File: src/rtl/tsqd_pkg.sv
// Function
// - five-bit step pointer, upper bits read zero
// - pointer and queue read-only while running
// - eight words, odd step high, even low
// - queue contents survive every reset
// - wait options 0-4 select PWM events
// - wait options 7-15 select peripheral events
// - interrupt step raises interrupt 0 to 3
// - trigger step pulses one of 32 outputs
// - reserved commands and options execute as nop
// - PWM wait sources only on motor variants
`default_nettype none
package tsqd_pkg;

  localparam int unsigned ADDR_W      = 8;
  localparam int unsigned DATA_W      = 32;
  localparam int unsigned WORD_W      = 16;
  localparam int unsigned STEP_W      = 8;
  localparam int unsigned QPTR_W      = 5;
  localparam int unsigned QIDX_W      = 3;
  localparam int unsigned QUE_DEPTH   = 8;
  localparam int unsigned OPT_W       = 4;
  localparam int unsigned TOPT_W      = 5;
  localparam int unsigned N_EVENTS    = 16;
  localparam int unsigned N_TRIG      = 32;
  localparam int unsigned N_IRQ       = 4;
  localparam int unsigned CTRL_W      = 2;

  // register byte offsets
  localparam logic [ADDR_W-1:0] OFF_CTRL     = 8'h00;
  localparam logic [ADDR_W-1:0] OFF_STAT     = 8'h04;
  localparam logic [ADDR_W-1:0] OFF_INT_STAT = 8'h08;
  localparam logic [ADDR_W-1:0] OFF_INT_MASK = 8'h0c;
  localparam logic [ADDR_W-1:0] OFF_QPTR     = 8'h10;
  localparam logic [ADDR_W-1:0] OFF_QUE_BASE = 8'h20;
  localparam int unsigned       QUE_PAGE_LSB = 5;
  localparam logic [2:0]        QUE_PAGE     = 3'h1;
  localparam int unsigned       QIDX_LSB     = 2;

  // field positions
  localparam int unsigned CTRL_EN_BIT    = 0;
  localparam int unsigned CTRL_START_BIT = 1;
  localparam int unsigned STAT_RUN_BIT   = 0;
  localparam int unsigned STAT_WAIT_BIT  = 1;

  // reset values and unit constants
  localparam logic [CTRL_W-1:0] CTRL_RST = 2'h0;
  localparam logic [QPTR_W-1:0] QPTR_RST = 5'h00;
  localparam logic [N_IRQ-1:0]  MASK_RST = 4'h0;
  localparam logic [QPTR_W-1:0] QPTR_ONE = 5'h01;
  localparam logic [N_TRIG-1:0] TRIG_ONE = 32'h0000_0001;
  localparam logic [N_IRQ-1:0]  IRQ_ONE  = 4'h1;

  // step command encoding: upper nibble command, lower nibble option; trigger uses upper three bits, lower five option
  localparam logic [3:0] CMD_WAIT_HI  = 4'h4;
  localparam logic [3:0] CMD_WAIT_LO  = 4'h5;
  localparam logic [3:0] CMD_IRQ      = 4'h7;
  localparam logic [2:0] CMD_TRIG     = 3'h4;
  localparam logic [3:0] OPT_PWM_LAST = 4'h4;
  localparam logic [3:0] OPT_RSV_A    = 4'h5;
  localparam logic [3:0] OPT_RSV_B    = 4'h6;
  localparam logic [3:0] OPT_IRQ_LAST = 4'h3;

  typedef enum logic [2:0] {
    ST_IDLE  = 3'b001,
    ST_FETCH = 3'b010,
    ST_EXEC  = 3'b100
  } tsqd_state_t;

endpackage
`default_nettype wire

File: src/rtl/tsqd_mem_if.sv
`default_nettype none
interface tsqd_mem_if;
  import tsqd_pkg::*;
  logic                wr_en;
  logic [QIDX_W-1:0]   wr_idx;
  logic [WORD_W-1:0]   wr_data;
  logic [QIDX_W-1:0]   rd_idx_a;
  logic [WORD_W-1:0]   rd_data_a;
  logic [QIDX_W-1:0]   rd_idx_b;
  logic [WORD_W-1:0]   rd_data_b;

  modport ctl (output wr_en, wr_idx, wr_data, rd_idx_a, rd_idx_b, input rd_data_a, rd_data_b);
  modport mem (input wr_en, wr_idx, wr_data, rd_idx_a, rd_idx_b, output rd_data_a, rd_data_b);
endinterface
`default_nettype wire

File: src/rtl/tsqd_queue_mem.sv
`default_nettype none
module tsqd_queue_mem (
  input  wire logic  pclk,   // sequencer clock
  tsqd_mem_if.mem    qif     // queue access port
);
  import tsqd_pkg::*;

  logic [WORD_W-1:0] mem_q [QUE_DEPTH];

  // no reset on purpose: step bytes must survive any reset
  always_ff @(posedge pclk) begin
    if (qif.wr_en) begin
      mem_q[qif.wr_idx] <= qif.wr_data;
    end
  end

  always_ff @(posedge pclk) begin
    qif.rd_data_a <= mem_q[qif.rd_idx_a];
    qif.rd_data_b <= mem_q[qif.rd_idx_b];
  end
endmodule // tsqd_queue_mem
`default_nettype wire

File: src/rtl/tsqd_top.sv
`default_nettype none
module tsqd_top #(
  parameter bit HAS_MC_PWM = 1'b1                        // motor-control pwm sources present
) (
  input  wire logic                           pclk,      // sequencer clock
  input  wire logic                           presetn,   // async reset, active low
  input  wire logic                           psel,      // apb select
  input  wire logic                           penable,   // apb enable
  input  wire logic                           pwrite,    // apb direction
  input  wire logic [tsqd_pkg::ADDR_W-1:0]    paddr,     // apb byte address
  input  wire logic [tsqd_pkg::DATA_W-1:0]    pwdata,    // apb write data
  output var  logic [tsqd_pkg::DATA_W-1:0]    prdata,    // apb read data
  output var  logic                           pready,    // apb ready
  output var  logic                           pslverr,   // apb error, unmapped address
  input  wire logic [tsqd_pkg::N_EVENTS-1:0]  event_in,  // peripheral trigger events
  output var  logic [tsqd_pkg::N_TRIG-1:0]    trig_out,  // trigger output line pulses
  output var  logic [tsqd_pkg::N_IRQ-1:0]     seq_irq,   // sequencer interrupt pulses
  output var  logic                           irq        // masked interrupt level
);
  import tsqd_pkg::*;

  tsqd_mem_if qif ();

  tsqd_queue_mem u_mem (
    .pclk (pclk),
    .qif  (qif.mem)
  );

  tsqd_state_t         state_q, state_d;
  logic [CTRL_W-1:0]   ctrl_q, ctrl_d;
  logic [QPTR_W-1:0]   qptr_q, qptr_d;
  logic [N_IRQ-1:0]    mask_q, mask_d;
  logic [N_IRQ-1:0]    istat_q, istat_d;
  logic [DATA_W-1:0]   prdata_q, prdata_d;
  logic                pready_q, pslverr_q, pslverr_d;
  logic [N_TRIG-1:0]   trig_q, trig_d;
  logic [N_IRQ-1:0]    sirq_q, sirq_d;
  logic                irq_q;

  // apb phases: one wait cycle so read data can come from a flop
  wire logic apb_acc     = psel & penable & ~pready_q;
  wire logic apb_done    = psel & penable & pready_q;
  wire logic apb_wr      = apb_done & pwrite;
  wire logic apb_rd_done = apb_done & ~pwrite;

  wire logic hit_ctrl  = (paddr == OFF_CTRL);
  wire logic hit_stat  = (paddr == OFF_STAT);
  wire logic hit_istat = (paddr == OFF_INT_STAT);
  wire logic hit_mask  = (paddr == OFF_INT_MASK);
  wire logic hit_qptr  = (paddr == OFF_QPTR);
  wire logic hit_que   = (paddr[ADDR_W-1:QUE_PAGE_LSB] == QUE_PAGE) & (paddr[QIDX_LSB-1:0] == 2'h0);
  wire logic hit_any   = hit_ctrl | hit_stat | hit_istat | hit_mask | hit_qptr | hit_que;

  wire logic run = ctrl_q[CTRL_EN_BIT] & ctrl_q[CTRL_START_BIT];

  // queue access; software writes are locked out while running
  assign qif.rd_idx_a = paddr[QIDX_LSB +: QIDX_W];
  assign qif.wr_idx   = paddr[QIDX_LSB +: QIDX_W];
  assign qif.wr_data  = pwdata[WORD_W-1:0];
  assign qif.wr_en    = apb_wr & hit_que & ~run;
  // top pointer bit is dropped on purpose: steps 16-31 reuse words 0-7
  assign qif.rd_idx_b = qptr_q[QIDX_W:1];

  // odd step in the upper byte, even step in the lower byte
  wire logic [STEP_W-1:0] cur_step = qptr_q[0] ? qif.rd_data_b[WORD_W-1:STEP_W]
                                               : qif.rd_data_b[STEP_W-1:0];
  wire logic [3:0]        cmd      = cur_step[STEP_W-1:OPT_W];
  wire logic [OPT_W-1:0]  opt      = cur_step[OPT_W-1:0];
  wire logic [TOPT_W-1:0] topt     = cur_step[TOPT_W-1:0];
  wire logic [1:0]        irq_num  = opt[1:0];

  wire logic in_exec  = (state_q == ST_EXEC) & run;
  wire logic is_wait  = (cmd == CMD_WAIT_HI) | (cmd == CMD_WAIT_LO);
  wire logic is_irq   = (cmd == CMD_IRQ);
  wire logic is_trig  = (cur_step[STEP_W-1:TOPT_W] == CMD_TRIG);
  wire logic pwm_opt  = (opt <= OPT_PWM_LAST);
  wire logic rsv_opt  = (opt == OPT_RSV_A) | (opt == OPT_RSV_B);
  // reserved options, and pwm options on variants without pwm, fall through as nop
  wire logic wait_live = is_wait & ~rsv_opt & (~pwm_opt | HAS_MC_PWM);
  wire logic ev        = event_in[opt];
  wire logic wait_met  = (cmd == CMD_WAIT_HI) ? ev : ~ev;
  wire logic step_done = in_exec & (~wait_live | wait_met);
  wire logic waiting   = in_exec & wait_live & ~wait_met;
  wire logic irq_fire  = step_done & is_irq & (opt <= OPT_IRQ_LAST);
  wire logic trig_fire = step_done & is_trig;

  // sequencer: fetch needs one cycle because the queue read is registered
  always_comb begin
    state_d = state_q;
    case (state_q)
      ST_IDLE:  if (run) state_d = ST_FETCH;
      ST_FETCH: state_d = run ? ST_EXEC : ST_IDLE;
      ST_EXEC: begin
        if (!run) state_d = ST_IDLE;
        else if (step_done) state_d = ST_FETCH;
      end
      default:  state_d = ST_IDLE;
    endcase
  end

  always_comb begin
    qptr_d = qptr_q;
    if (step_done) begin
      qptr_d = qptr_q + QPTR_ONE;
    end else if (apb_wr && hit_qptr && !run) begin
      qptr_d = pwdata[QPTR_W-1:0];
    end
  end

  assign ctrl_d    = (apb_wr & hit_ctrl) ? pwdata[CTRL_W-1:0] : ctrl_q;
  assign mask_d    = (apb_wr & hit_mask) ? pwdata[N_IRQ-1:0] : mask_q;
  assign trig_d    = trig_fire ? (TRIG_ONE << topt) : '0;
  assign sirq_d    = irq_fire ? (IRQ_ONE << irq_num) : '0;
  assign pslverr_d = apb_acc & ~hit_any;

  // status read clears; a new event in the same cycle still sets
  genvar gi;
  generate
    for (gi = 0; gi < N_IRQ; gi++) begin : g_istat
      assign istat_d[gi] = sirq_d[gi] | (istat_q[gi] & ~(apb_rd_done & hit_istat));
    end
  endgenerate

  always_comb begin
    prdata_d = '0;
    if (hit_ctrl) begin
      prdata_d[CTRL_W-1:0] = ctrl_q;
    end else if (hit_stat) begin
      prdata_d[STAT_RUN_BIT]  = (state_q != ST_IDLE);
      prdata_d[STAT_WAIT_BIT] = waiting;
      prdata_d[WORD_W-1:STEP_W] = cur_step;
    end else if (hit_istat) begin
      prdata_d[N_IRQ-1:0] = istat_q;
    end else if (hit_mask) begin
      prdata_d[N_IRQ-1:0] = mask_q;
    end else if (hit_qptr) begin
      prdata_d[QPTR_W-1:0] = qptr_q;
    end else if (hit_que) begin
      prdata_d[WORD_W-1:0] = qif.rd_data_a;
    end
  end

  always_ff @(posedge pclk or negedge presetn) begin
    if (!presetn) begin
      state_q <= ST_IDLE;
      ctrl_q  <= CTRL_RST;
      qptr_q  <= QPTR_RST;
      mask_q  <= MASK_RST;
      istat_q <= '0;
    end else begin
      state_q <= state_d;
      ctrl_q  <= ctrl_d;
      qptr_q  <= qptr_d;
      mask_q  <= mask_d;
      istat_q <= istat_d;
    end
  end

  always_ff @(posedge pclk or negedge presetn) begin
    if (!presetn) begin
      prdata_q  <= '0;
      pready_q  <= 1'b0;
      pslverr_q <= 1'b0;
    end else begin
      pready_q  <= apb_acc;
      pslverr_q <= pslverr_d;
      if (apb_acc) prdata_q <= prdata_d;
    end
  end

  always_ff @(posedge pclk or negedge presetn) begin
    if (!presetn) begin
      trig_q <= '0;
      sirq_q <= '0;
      irq_q  <= 1'b0;
    end else begin
      trig_q <= trig_d;
      sirq_q <= sirq_d;
      irq_q  <= |(istat_q & mask_q);
    end
  end

  assign prdata   = prdata_q;
  assign pready   = pready_q;
  assign pslverr  = pslverr_q;
  assign trig_out = trig_q;
  assign seq_irq  = sirq_q;
  assign irq      = irq_q;
endmodule // tsqd_top
`default_nettype wire

File: config.mk
export PLATFORM = sky130hd
export DESIGN_NAME = tsqd_top
export DESIGN_NICKNAME = d
export VERILOG_FILES = /design/src/rtl/tsqd_pkg.sv /design/src/rtl/tsqd_mem_if.sv /design/src/rtl/tsqd_queue_mem.sv /design/src/rtl/tsqd_top.sv
export SDC_FILE = /design/constraint.sdc
export NUM_CORES = 1
export LEC_CHECK = 0
export BUFFER_PORTS_ARGS = -buffer_cell sky130_fd_sc_hd__buf_4
export CAP_MARGIN = 20
export CORE_MARGIN = 8
export CORE_UTILIZATION = 55
export DETAILED_ROUTE_END_ITERATION = 8
export GPL_TIMING_DRIVEN = 0
export HOLD_SLACK_MARGIN = 0.06
export MAX_ROUTING_LAYER = met4
export PLACE_DENSITY = 0.74
export SLEW_MARGIN = 20
export SYNTH_ARGS = -nofsm -noshare
export SYNTH_HDL_FRONTEND = slang
export SYNTH_HIERARCHICAL = 1
export SYNTH_SLANG_ARGS = --single-unit
export TNS_END_PERCENT = 10
File: constraint.sdc
create_clock -name pclk -period 7.9 [get_ports pclk]
set_clock_uncertainty 0.15 [all_clocks]
set_input_delay 1.185 -clock pclk [delete_from_list [all_inputs] [get_ports pclk]]
set_output_delay 1.185 -clock pclk [all_outputs]
set_load 0.03 [all_outputs]
Word-level counts from Yosys, hierarchy flattened
Memory sizes are Yosys's and may differ from the RTL's. A register that Yosys moved wholly into a read port is not among the register bits.
Cells that the tools add are included.
{"block": "classes", "n_addsub": 1, "magnitude_cmp": 2, "eq_ne": 17, "shift": 2, "mux": 27, "bitwise_logic": 47, "reduce_logical": 8}
{"operator": "32-bit two-way mux", "n": 1}
{"operator": "1-bit by 5-bit left shift with 32-bit output, first input constant", "n": 1}
{"operator": "1-bit bitwise AND", "n": 25}
{"operator": "12-bit two-way mux", "n": 2}
{"operator": "4-bit by 3-bit == test with 1-bit output, second input constant", "n": 5}
{"operator": "8-bit by 4-bit == test with 1-bit output, second input constant", "n": 2}
{"operator": "16-bit two-way mux", "n": 1}
{"operator": "8-bit two-way mux", "n": 2}
{"operator": "5-bit two-way mux", "n": 3}
{"operator": "14-bit two-way mux", "n": 1}
{"operator": "3-bit two-way mux", "n": 4}
{"operator": "4-bit two-way mux", "n": 3}
{"operator": "1-bit bitwise OR", "n": 12}
{"operator": "11-bit two-way mux", "n": 1}
{"operator": "1-bit NOT", "n": 9}
{"operator": "3-bit case mux with 3 select lines", "n": 1}
{"operator": "8-bit by 3-bit == test with 1-bit output, second input constant", "n": 1}
{"operator": "8-bit by 5-bit == test with 1-bit output, second input constant", "n": 1}
{"operator": "8-bit zero test", "n": 1}
{"operator": "3-bit by 1-bit == test with 1-bit output, second input constant", "n": 2}
{"operator": "3-bit == test, second input constant", "n": 2}
{"operator": "6-bit two-way mux", "n": 1}
{"operator": "5-bit by 1-bit adder with 5-bit output, second input constant", "n": 1}
{"operator": "4-bit by 5-bit less-than comparator with 1-bit output, second input constant", "n": 1}
{"operator": "16 further kinds", "n": 21}
{"block": "totals", "reg_bits": 73, "mem_bits_rw": 128, "input_bits": 61, "out_inout_bits": 71, "memories": 1}
{"memory": "u_mem.mem_q", "words": 8, "width": 16, "rd": 2, "rd_ports_with_merged_regs": 2, "write_ports": 1, "line": "tsqd_queue_mem.sv:8", "text": "logic [WORD_W-1:0] mem_q [QUE_DEPTH];"}

Longest topological paths before layout
Gate-level depths: netlist of run 1.
{"block": "logic_depth", "word_depth": 12, "mapped_depth": 10, "ltp_nobuf": 8}

By module
The synthesis of run 1 kept the hierarchy.
{"module": "tsqd_queue_mem", "instances": 1, "cells_per_inst": 287, "area_each_um2": 6685.2, "seq_area_each_um2": 4484.3}
{"module": "tsqd_top", "instances": 1, "cells_per_inst": 366, "area_each_um2": 3616.0, "seq_area_each_um2": 1828.0}

Least setup slack after synthesis of run 1
Ideal clock, no wire load.
{"block": "synth_timing", "path_type": "input -> register", "start": "input paddr[6] in the netlist's numbering", "end": "memory u_mem.mem_q[0][0], enable pin", "setup_ns": 0.409, "arrival_ns": 3.736, "required_time_ns": 7.341, "setup_slack_ns": 3.605, "path_stages": 6, "n_path_buf": 1, "path_cell_list": "or3_1 nor3b_2 clkbuf_1 and3_1 nand2b_1 nor3_1"}
{"block": "synth_between", "elab_chain_cells": 6}
{"element": "start, declared", "line": "tsqd_top.sv:10", "text": "input wire logic [tsqd_pkg::ADDR_W-1:0] paddr,"}
{"element": "3-bit by 1-bit == test with 1-bit output", "line": "tsqd_top.sv:51", "text": "wire logic hit_que = (paddr[ADDR_W-1:QUE_PAGE_LSB] == QUE_PAGE) & (paddr[QIDX_LSB-1:0] == 2'h0);"}
{"element": "1-bit bitwise AND", "line": "tsqd_top.sv:51"}
{"element": "1-bit bitwise AND (2 in series)", "line": "tsqd_top.sv:60", "text": "assign qif.wr_en = apb_wr & hit_que & ~run;"}
{"element": "named net qif.wr_en", "line": "tsqd_mem_if.sv:4", "text": "logic wr_en;"}
{"element": "1-bit two-way mux", "line": "tsqd_queue_mem.sv:12", "text": "if (qif.wr_en) begin"}
{"element": "1-bit two-way mux (implied by the code)", "line": "tsqd_queue_mem.sv:13", "text": "mem_q[qif.wr_idx] <= qif.wr_data;"}
{"element": "end, declared", "line": "tsqd_queue_mem.sv:8"}
The timed path passes the listed nets, and every way through them passes these cells.

Final worst setup path of run 1
{"block": "layout_timing", "start": "input paddr[6] in the netlist's numbering", "end": "memory u_mem.mem_q[5][6], enable pin"}
Same word-level chain as after synthesis.

==> impl_metrics.tcl, run 1 <==
set metrics [dict create \
    place_area_mm2 0.0115 \
    leakagePower_nw 4.95 \
    rr_endpoint "qptr_q[2]" \
    synth_top_area_cell "edfxtp_1" \
    synth_top_area_share_pct 37.3 \
    end_kind "register" \
    final_common_cell "edfxtp_1" \
    clk_latency_ns 0.51 \
    grt_pass1_vias 6758 \
    ys.flop_type "edfxtp_1" \
    grt_max_degree 74 \
    drt_first_pass_iters 5 \
    cp_cell_sequence "buf_4 > or3_1 > nor3b_2 > clkbuf_1 > and3_1 > nand2_1 > nor2_2 > buf_6" \
    drive_gt1_share_pct 29.2 \
    wl_um 25000 \
    finish.instance_area_mm2 0.0123 \
    period_share_pct 49.2 \
    grt_use_total_pct 21.8 \
    nFillCells 1257 \
    nets 865 \
    port_buffers 99 \
    powerDensity_mw_per_mm2 214 \
    async_flop_share_pct 31.3 \
    min-delay-start "u_mem/qif.rd_data_a[7]" \
    antenna_left 0 \
    ys_warn_count 6 \
    ff2ff_setup_slack_ns 5.21 \
    gp_congestion 0.936 \
    tightest_slew_ns 0.893 \
    outcome "complete, no violations" \
    ys_seq_elements 233 \
    core-area_mm2 0.0185 \
    reg2reg_depth 8 \
    path_buf_inv 3 \
    cts-resized-gates 0 \
    drv_cap 0 \
    vias 6430 \
    dp_hpwl_um 17800 \
    cts-root-buf "clkbuf_16" \
    postCtsSetupBuffers 0 \
    ios 132 \
    synth_area_leaders "edfxtp_1 37%, dfrtp_1 17%, mux4_1 14%" \
    avgSynthCellArea_um2 15.8 \
    clk_pin_slew_ns 0.06 \
    ir_worst_vdd_mv 0.122 \
    slowest_delay_ns 0.56 \
    drv_slew 0 \
    hold_path_class "register to register" \
    initial_utilization_pct 55.6 \
    drt_iter0_markers 497 \
    cts.hold.buffers_added 0 \
    criticalPathCategory "primary input to register" \
    die_width_um 153 \
    synth_area_mm2 0.0103 \
    synthCells 653 \
    fin_cells 1055 \
    finalCriticalPeriod_ns 3.89 \
    grt_pass1_wl_um 38700 \
    relSlewSlack_pct 40.5 \
    areaGrowthSynthToFinish_pct 19.8 \
    avgRoutedWirePerCell_um 23.7 \
    rsz0062_at_grt "no" \
    cts_tree "yes" \
    whs_path_depth 2 \
    cpMaxStageDelayCell "nor2_2" \
    htreeDepth 1 \
    critPathTopFamily "simple AND/OR/NAND/NOR gates" \
    seq_area_frac_synth_pct 61.3 \
    cts_buffers 24 \
    yosysUniqueCellTypes 63 \
    std_cell_rows 50 \
    layout_common_cells "128 x edfxtp_1, 119 x buf_4, 72 x dfrtp_1, 56 x mux4_1, 45 x nand2_1" \
    arrival_ns 3.95 \
    p_total_mw 2.64 \
    setup_violations 0 \
    placedCellCount 1011 \
    worstPathMaxFanout 10 \
    avgViaCountPerCell 6.09 \
    r2r_start "qptr_q[0]" \
    multi_input_area_mm2 0.00373 \
    cp-start-kind "primary input" \
    floorplan.die_area_mm2 0.0234 \
    antenna_found_initial 0 \
    whs_ns 0.277 \
    grt_overflow_total 0 \
    cts_sinks 233 \
    finalSetupTns_ns 0 \
    max_clock_freq_mhz 257 \
    n_antenna_cell 0 \
    fp.dieH_um 153 \
    clockBufferDepth 3 \
    drcViolationCount 0 \
    whs_endpoint "prdata[7]" \
    seq_area_mm2 0.00631 \
    worstPathRequired_ns 7.96 \
    hold_viol 0 \
    synth_edf_count 128 \
]
## synth_stat cells, types with 7 or more instances
library cell  instances
nand2b_1              7
a21oi_1               7
nand3_1              18
dfxtp_1              32
o21bai_1             10
o21ai_0              13
buf_6                 9
mux2_2               41
mux4_2                8
clkbuf_1             12
nor3_1               30
buf_4                18
dfrtp_1              72
mux4_1               56
edfxtp_1            128
mux2i_1               8
a21o_1                7
nand2_1              45
nor2_1               39
## power breakdown
group          switching, mW  internal (mW)
logic                  0.109         0.0828
registers             0.0119           1.30
clock network          0.444          0.690
## state kept, by name (all words and copies together) (netlist names)
| name | flops |
|---|---|
| seq_irq | 4 |
| u_mem/qif.rd_data_b | 16 |
| trig_out | 32 |
| pready | 1 |
| irq | 1 |
| u_mem/qif.rd_data_a | 16 |
| istat_q | 4 |
| ctrl_q | 2 |
| prdata | 16 |
| u_mem/mem_q | 128 |
| state_q | 3 |
| mask_q | 4 |
| pslverr | 1 |
| qptr_q | 5 |
## worst reg2reg max path, cell delays in order (launching register included)
cell	delay (ns)
dfrtp_1	0.52
buf_4	0.25
mux2i_1	0.45
a41oi_1	0.11
a221oi_2	0.32
xnor2_1	0.20
o21bai_2	0.14
or3b_1	0.39
nand4_1	0.09
## worst max path at each step
stage	cells after the start	slack, ns	endpoint	from
finish	8	4.01	u_mem/mem_q[5][6]	paddr[6]
floorplan	6	3.60	u_mem/mem_q[0][0]	paddr[6]
detailed placement	8	3.55	u_mem/mem_q[5][9]	paddr[6]
CTS	8	4.06	u_mem/mem_q[5][2]	paddr[6]
global route	8	3.88	u_mem/mem_q[5][6]	paddr[6]
global placement	7	2.21	u_mem/mem_q[4][5]	paddr[6]
## logic make-up (layout without fill, tap and decap cells)
kind of cell	after synthesis	after routing	synth area share [%]
other cells	1	16	0.0364
simple gates	178	178	8.81
buf+inv	54	207	3.32
fa+ha+maj	1	1	0.121
compound gates	69	69	4.81
flops	233	233	61.3
xor+xnor	4	4	0.340
mux	113	113	21.3
## stage by stage
stage	setup slack [ns]	util (%)
floorplan	3.60	-
global placement	2.21	61.5
detailed placement	3.55	62.3
CTS	4.06	66.6
global route	3.88	66.6
finish	4.01	66.6
## layout make-up
class	count	share of cell area (%)
Timing Repair Buffer	109	6.94
Tap cell	234	2.37
Clock buffer	36	5.81
Buffer	48	2.59
Multi-Input combinational cell	381	30.2
Sequential cell	233	51.2
Clock inverter	8	0.730
Inverter	6	0.183
## layer usage
| layer | GRT usage (%) | wire (um) |
|---|---|---|
| met4 | 7.45 | 693 |
| met1 | 26.2 | 10100 |
| met2 | 36.4 | 12400 |
| met5 | - | 0 |
| met3 | 4.23 | 1840 |
Power figures use the tool's default switching activity.
==> run 2: changes to the inputs <==
--- a/config.mk
+++ b/config.mk
@@ -8,7 +8,7 @@
 export BUFFER_PORTS_ARGS = -buffer_cell sky130_fd_sc_hd__buf_4
 export CAP_MARGIN = 20
 export CORE_MARGIN = 8
-export CORE_UTILIZATION = 55
+export CORE_UTILIZATION = 52
 export DETAILED_ROUTE_END_ITERATION = 8
 export GPL_TIMING_DRIVEN = 0
 export HOLD_SLACK_MARGIN = 0.06
==> constraint.sdc (replaced) <==
create_clock -name pclk -period 3.25 [get_ports pclk]
set_clock_uncertainty 0.15 [all_clocks]
set_input_delay 0.4875 -clock pclk [delete_from_list [all_inputs] [get_ports pclk]]
set_output_delay 0.4875 -clock pclk [all_outputs]
set_load 0.03 [all_outputs]
==> impl_metrics.tcl, run 2 (same netlist as run 1, synthesis figures left out) <==
set metrics [dict create \
    outcome "complete, no violations" \
    period_share_pct 99.7 \
    cp-start-kind "primary input" \
    r2r_start "qptr_q[0]" \
    final_common_cell "edfxtp_1" \
    std_cell_rows 51 \
    antenna_left 0 \
    ir_worst_vdd_mv 0.388 \
    criticalPathCategory "primary input to register" \
    reg2reg_depth 9 \
    cts-root-buf "clkbuf_16" \
    antenna_found_initial 1 \
    clockBufferDepth 3 \
    postCtsSetupBuffers 0 \
    grt_use_total_pct 21.0 \
    seqPwrFrac_pct 50.6 \
    ios 132 \
    grt_overflow_total 0 \
    port_buffers 99 \
    gp_congestion 0.860 \
    netSwitchingFraction_pct 22.0 \
    grt_pass1_wl_um 38200 \
    drv_cap 0 \
    nets 875 \
    cts_tree "yes" \
    worstPathMaxFanout 11 \
    areaGrowthSynthToFinish_pct 20.9 \
    rr_endpoint "qptr_q[2]" \
    drcViolationCount 0 \
    layout_common_cells "128 x edfxtp_1, 119 x buf_4, 72 x dfrtp_1, 56 x mux4_1, 45 x nand2_1" \
    clockPowerShare_pct 41.8 \
    cts_sinks 233 \
    core-area_mm2 0.0195 \
    relSlewSlack_pct 42.2 \
    p_int_mw 4.91 \
    die_width_um 157 \
    max_flop_register "u_mem/mem_q" \
    drive_gt1_share_pct 29.4 \
    whs_path_depth 1 \
    floorplan.die_area_mm2 0.0246 \
    leakagePower_nw 5.00 \
    largest_register_ffs 128 \
    drv_slew 0 \
    clk_latency_ns 0.52 \
    powerDensity_mw_per_mm2 505 \
    worstPathRequired_ns 3.31 \
    drt_first_pass_iters 5 \
    hold_viol 0 \
    htreeDepth 1 \
    whs_ns 0.0890 \
    whs_endpoint "u_mem/mem_q[1][4]" \
    vias 6477 \
    arrival_ns 3.30 \
    grt_max_degree 74 \
    cts_buffers 24 \
    finalCriticalPeriod_ns 3.24 \
    avgRoutedWirePerCell_um 22.8 \
    avgViaCountPerCell 5.90 \
    switching_power_mw 1.38 \
    tightest_slew_ns 0.867 \
    p_comb_share_pct 7.6 \
    end_kind "register" \
    min-delay-start "pwdata[4]" \
    ff2ff_setup_slack_ns 0.53 \
    drt_iter0_markers 402 \
    fp.dieH_um 157 \
    initial_utilization_pct 52.9 \
    wl_um 25000 \
    hold_path_class "primary input to register" \
    grt_pass1_vias 6583 \
    clk_pin_slew_ns 0.06 \
    dp_hpwl_um 18000 \
    max_clock_freq_mhz 309 \
    rsz0062_at_grt "yes" \
    setup_violations 0 \
    p_total_mw 6.29 \
]
==> run 2: cell types whose count changed in the layout (fill, tap and decap cells not counted), moves of 2 or more <==
| cell | change |
|---|---|
| clkinv_2 | +6 |
| dlygate4sd3_1 | +11 |
| bufinv_16 | -2 |
| clkbuf_4 | +2 |
| clkinvlp_2 | -2 |
| clkinv_1 | -2 |
| clkbuf_1 | -3 |
==> run 2: stage by stage <==
step	utilization [%]	area (um2)	instances	setup slack, ns	setup TNS [ns]
final	64.0	12500	1097	0.00992	0
after global routing	64.0	12500	1097	-0.0413	-0.355
after CTS	63.9	12400	1096	-0.0475	-0.347
after detailed placement	59.4	11600	1041	-0.581	-49.07
after global placement	58.8	11400	1032	-1.84	-150.08
after floorplan	-	10400	668	-0.343	-5.48
==> run 2: power by group through the flow <==
| stage | Combinational, mW | Clock, mW | Sequential (mW) |
|---|---|---|---|
| 5_1_grt | 0.514 | 2.81 | 3.18 |
| 2_1_floorplan | 0.264 | 0 | 3.25 |
| 4_1_cts | 0.480 | 2.67 | 3.18 |
| 3_3_place_gp | 0.454 | 0 | 3.24 |
| 6_report | 0.480 | 2.63 | 3.18 |
| 3_5_place_dp | 0.464 | 0 | 3.24 |
==> run 2: worst max-delay path, stage by stage <==
cell      delay (ns)
buf_4           0.10
or3_1           0.44
nor3b_4         0.41
clkbuf_1        0.45
and3_1          0.32
nand2_1         0.19
nor2_2          0.66
buf_6           0.24
==> run 2: how the worst max path moves through the flow <==
stage / start / to / slack, ns / cells past startpoint
after detailed placement: paddr[6] / u_mem/mem_q[6][8] / -0.58 / 8
final: paddr[6] / u_mem/mem_q[6][9] / 0.01 / 8
after global placement: paddr[6] / u_mem/mem_q[4][5] / -1.84 / 7
after CTS: paddr[6] / u_mem/mem_q[6][9] / -0.05 / 8
after global routing: paddr[6] / u_mem/mem_q[7][6] / -0.04 / 8
after floorplan: paddr[6] / u_mem/mem_q[4][0] / -0.34 / 6
==> run 2: layout make-up <==
class,instances,area (um2)
inverter,6,22.5
clock inverter,8,42.5
buffer,48,319
multi-input combinational,381,3740
sequential,233,6310
tap,265,332
antenna,1,2.50
timing repair buffer,119,955
clock buffer,36,726
fill,1374,7010
==> run 2: per-layer routing <==
layer / vias to the layer above / part of all wire (%) / global-route usage (%)
li1: 2893 / - / -
met5: - / 0 / -
met1: 3230 / 39 / 25.6
met4: 0 / 2.8 / 7.51
met3: 49 / 9.5 / 4.69
met2: 305 / 48 / 34.2
==> run 2: repair_timing <==
item,CTS,global route
hold buffers,11,0
hold endpoints to repair,144,0
endpoints found under the setup margin,13,55
resized for setup,0,1
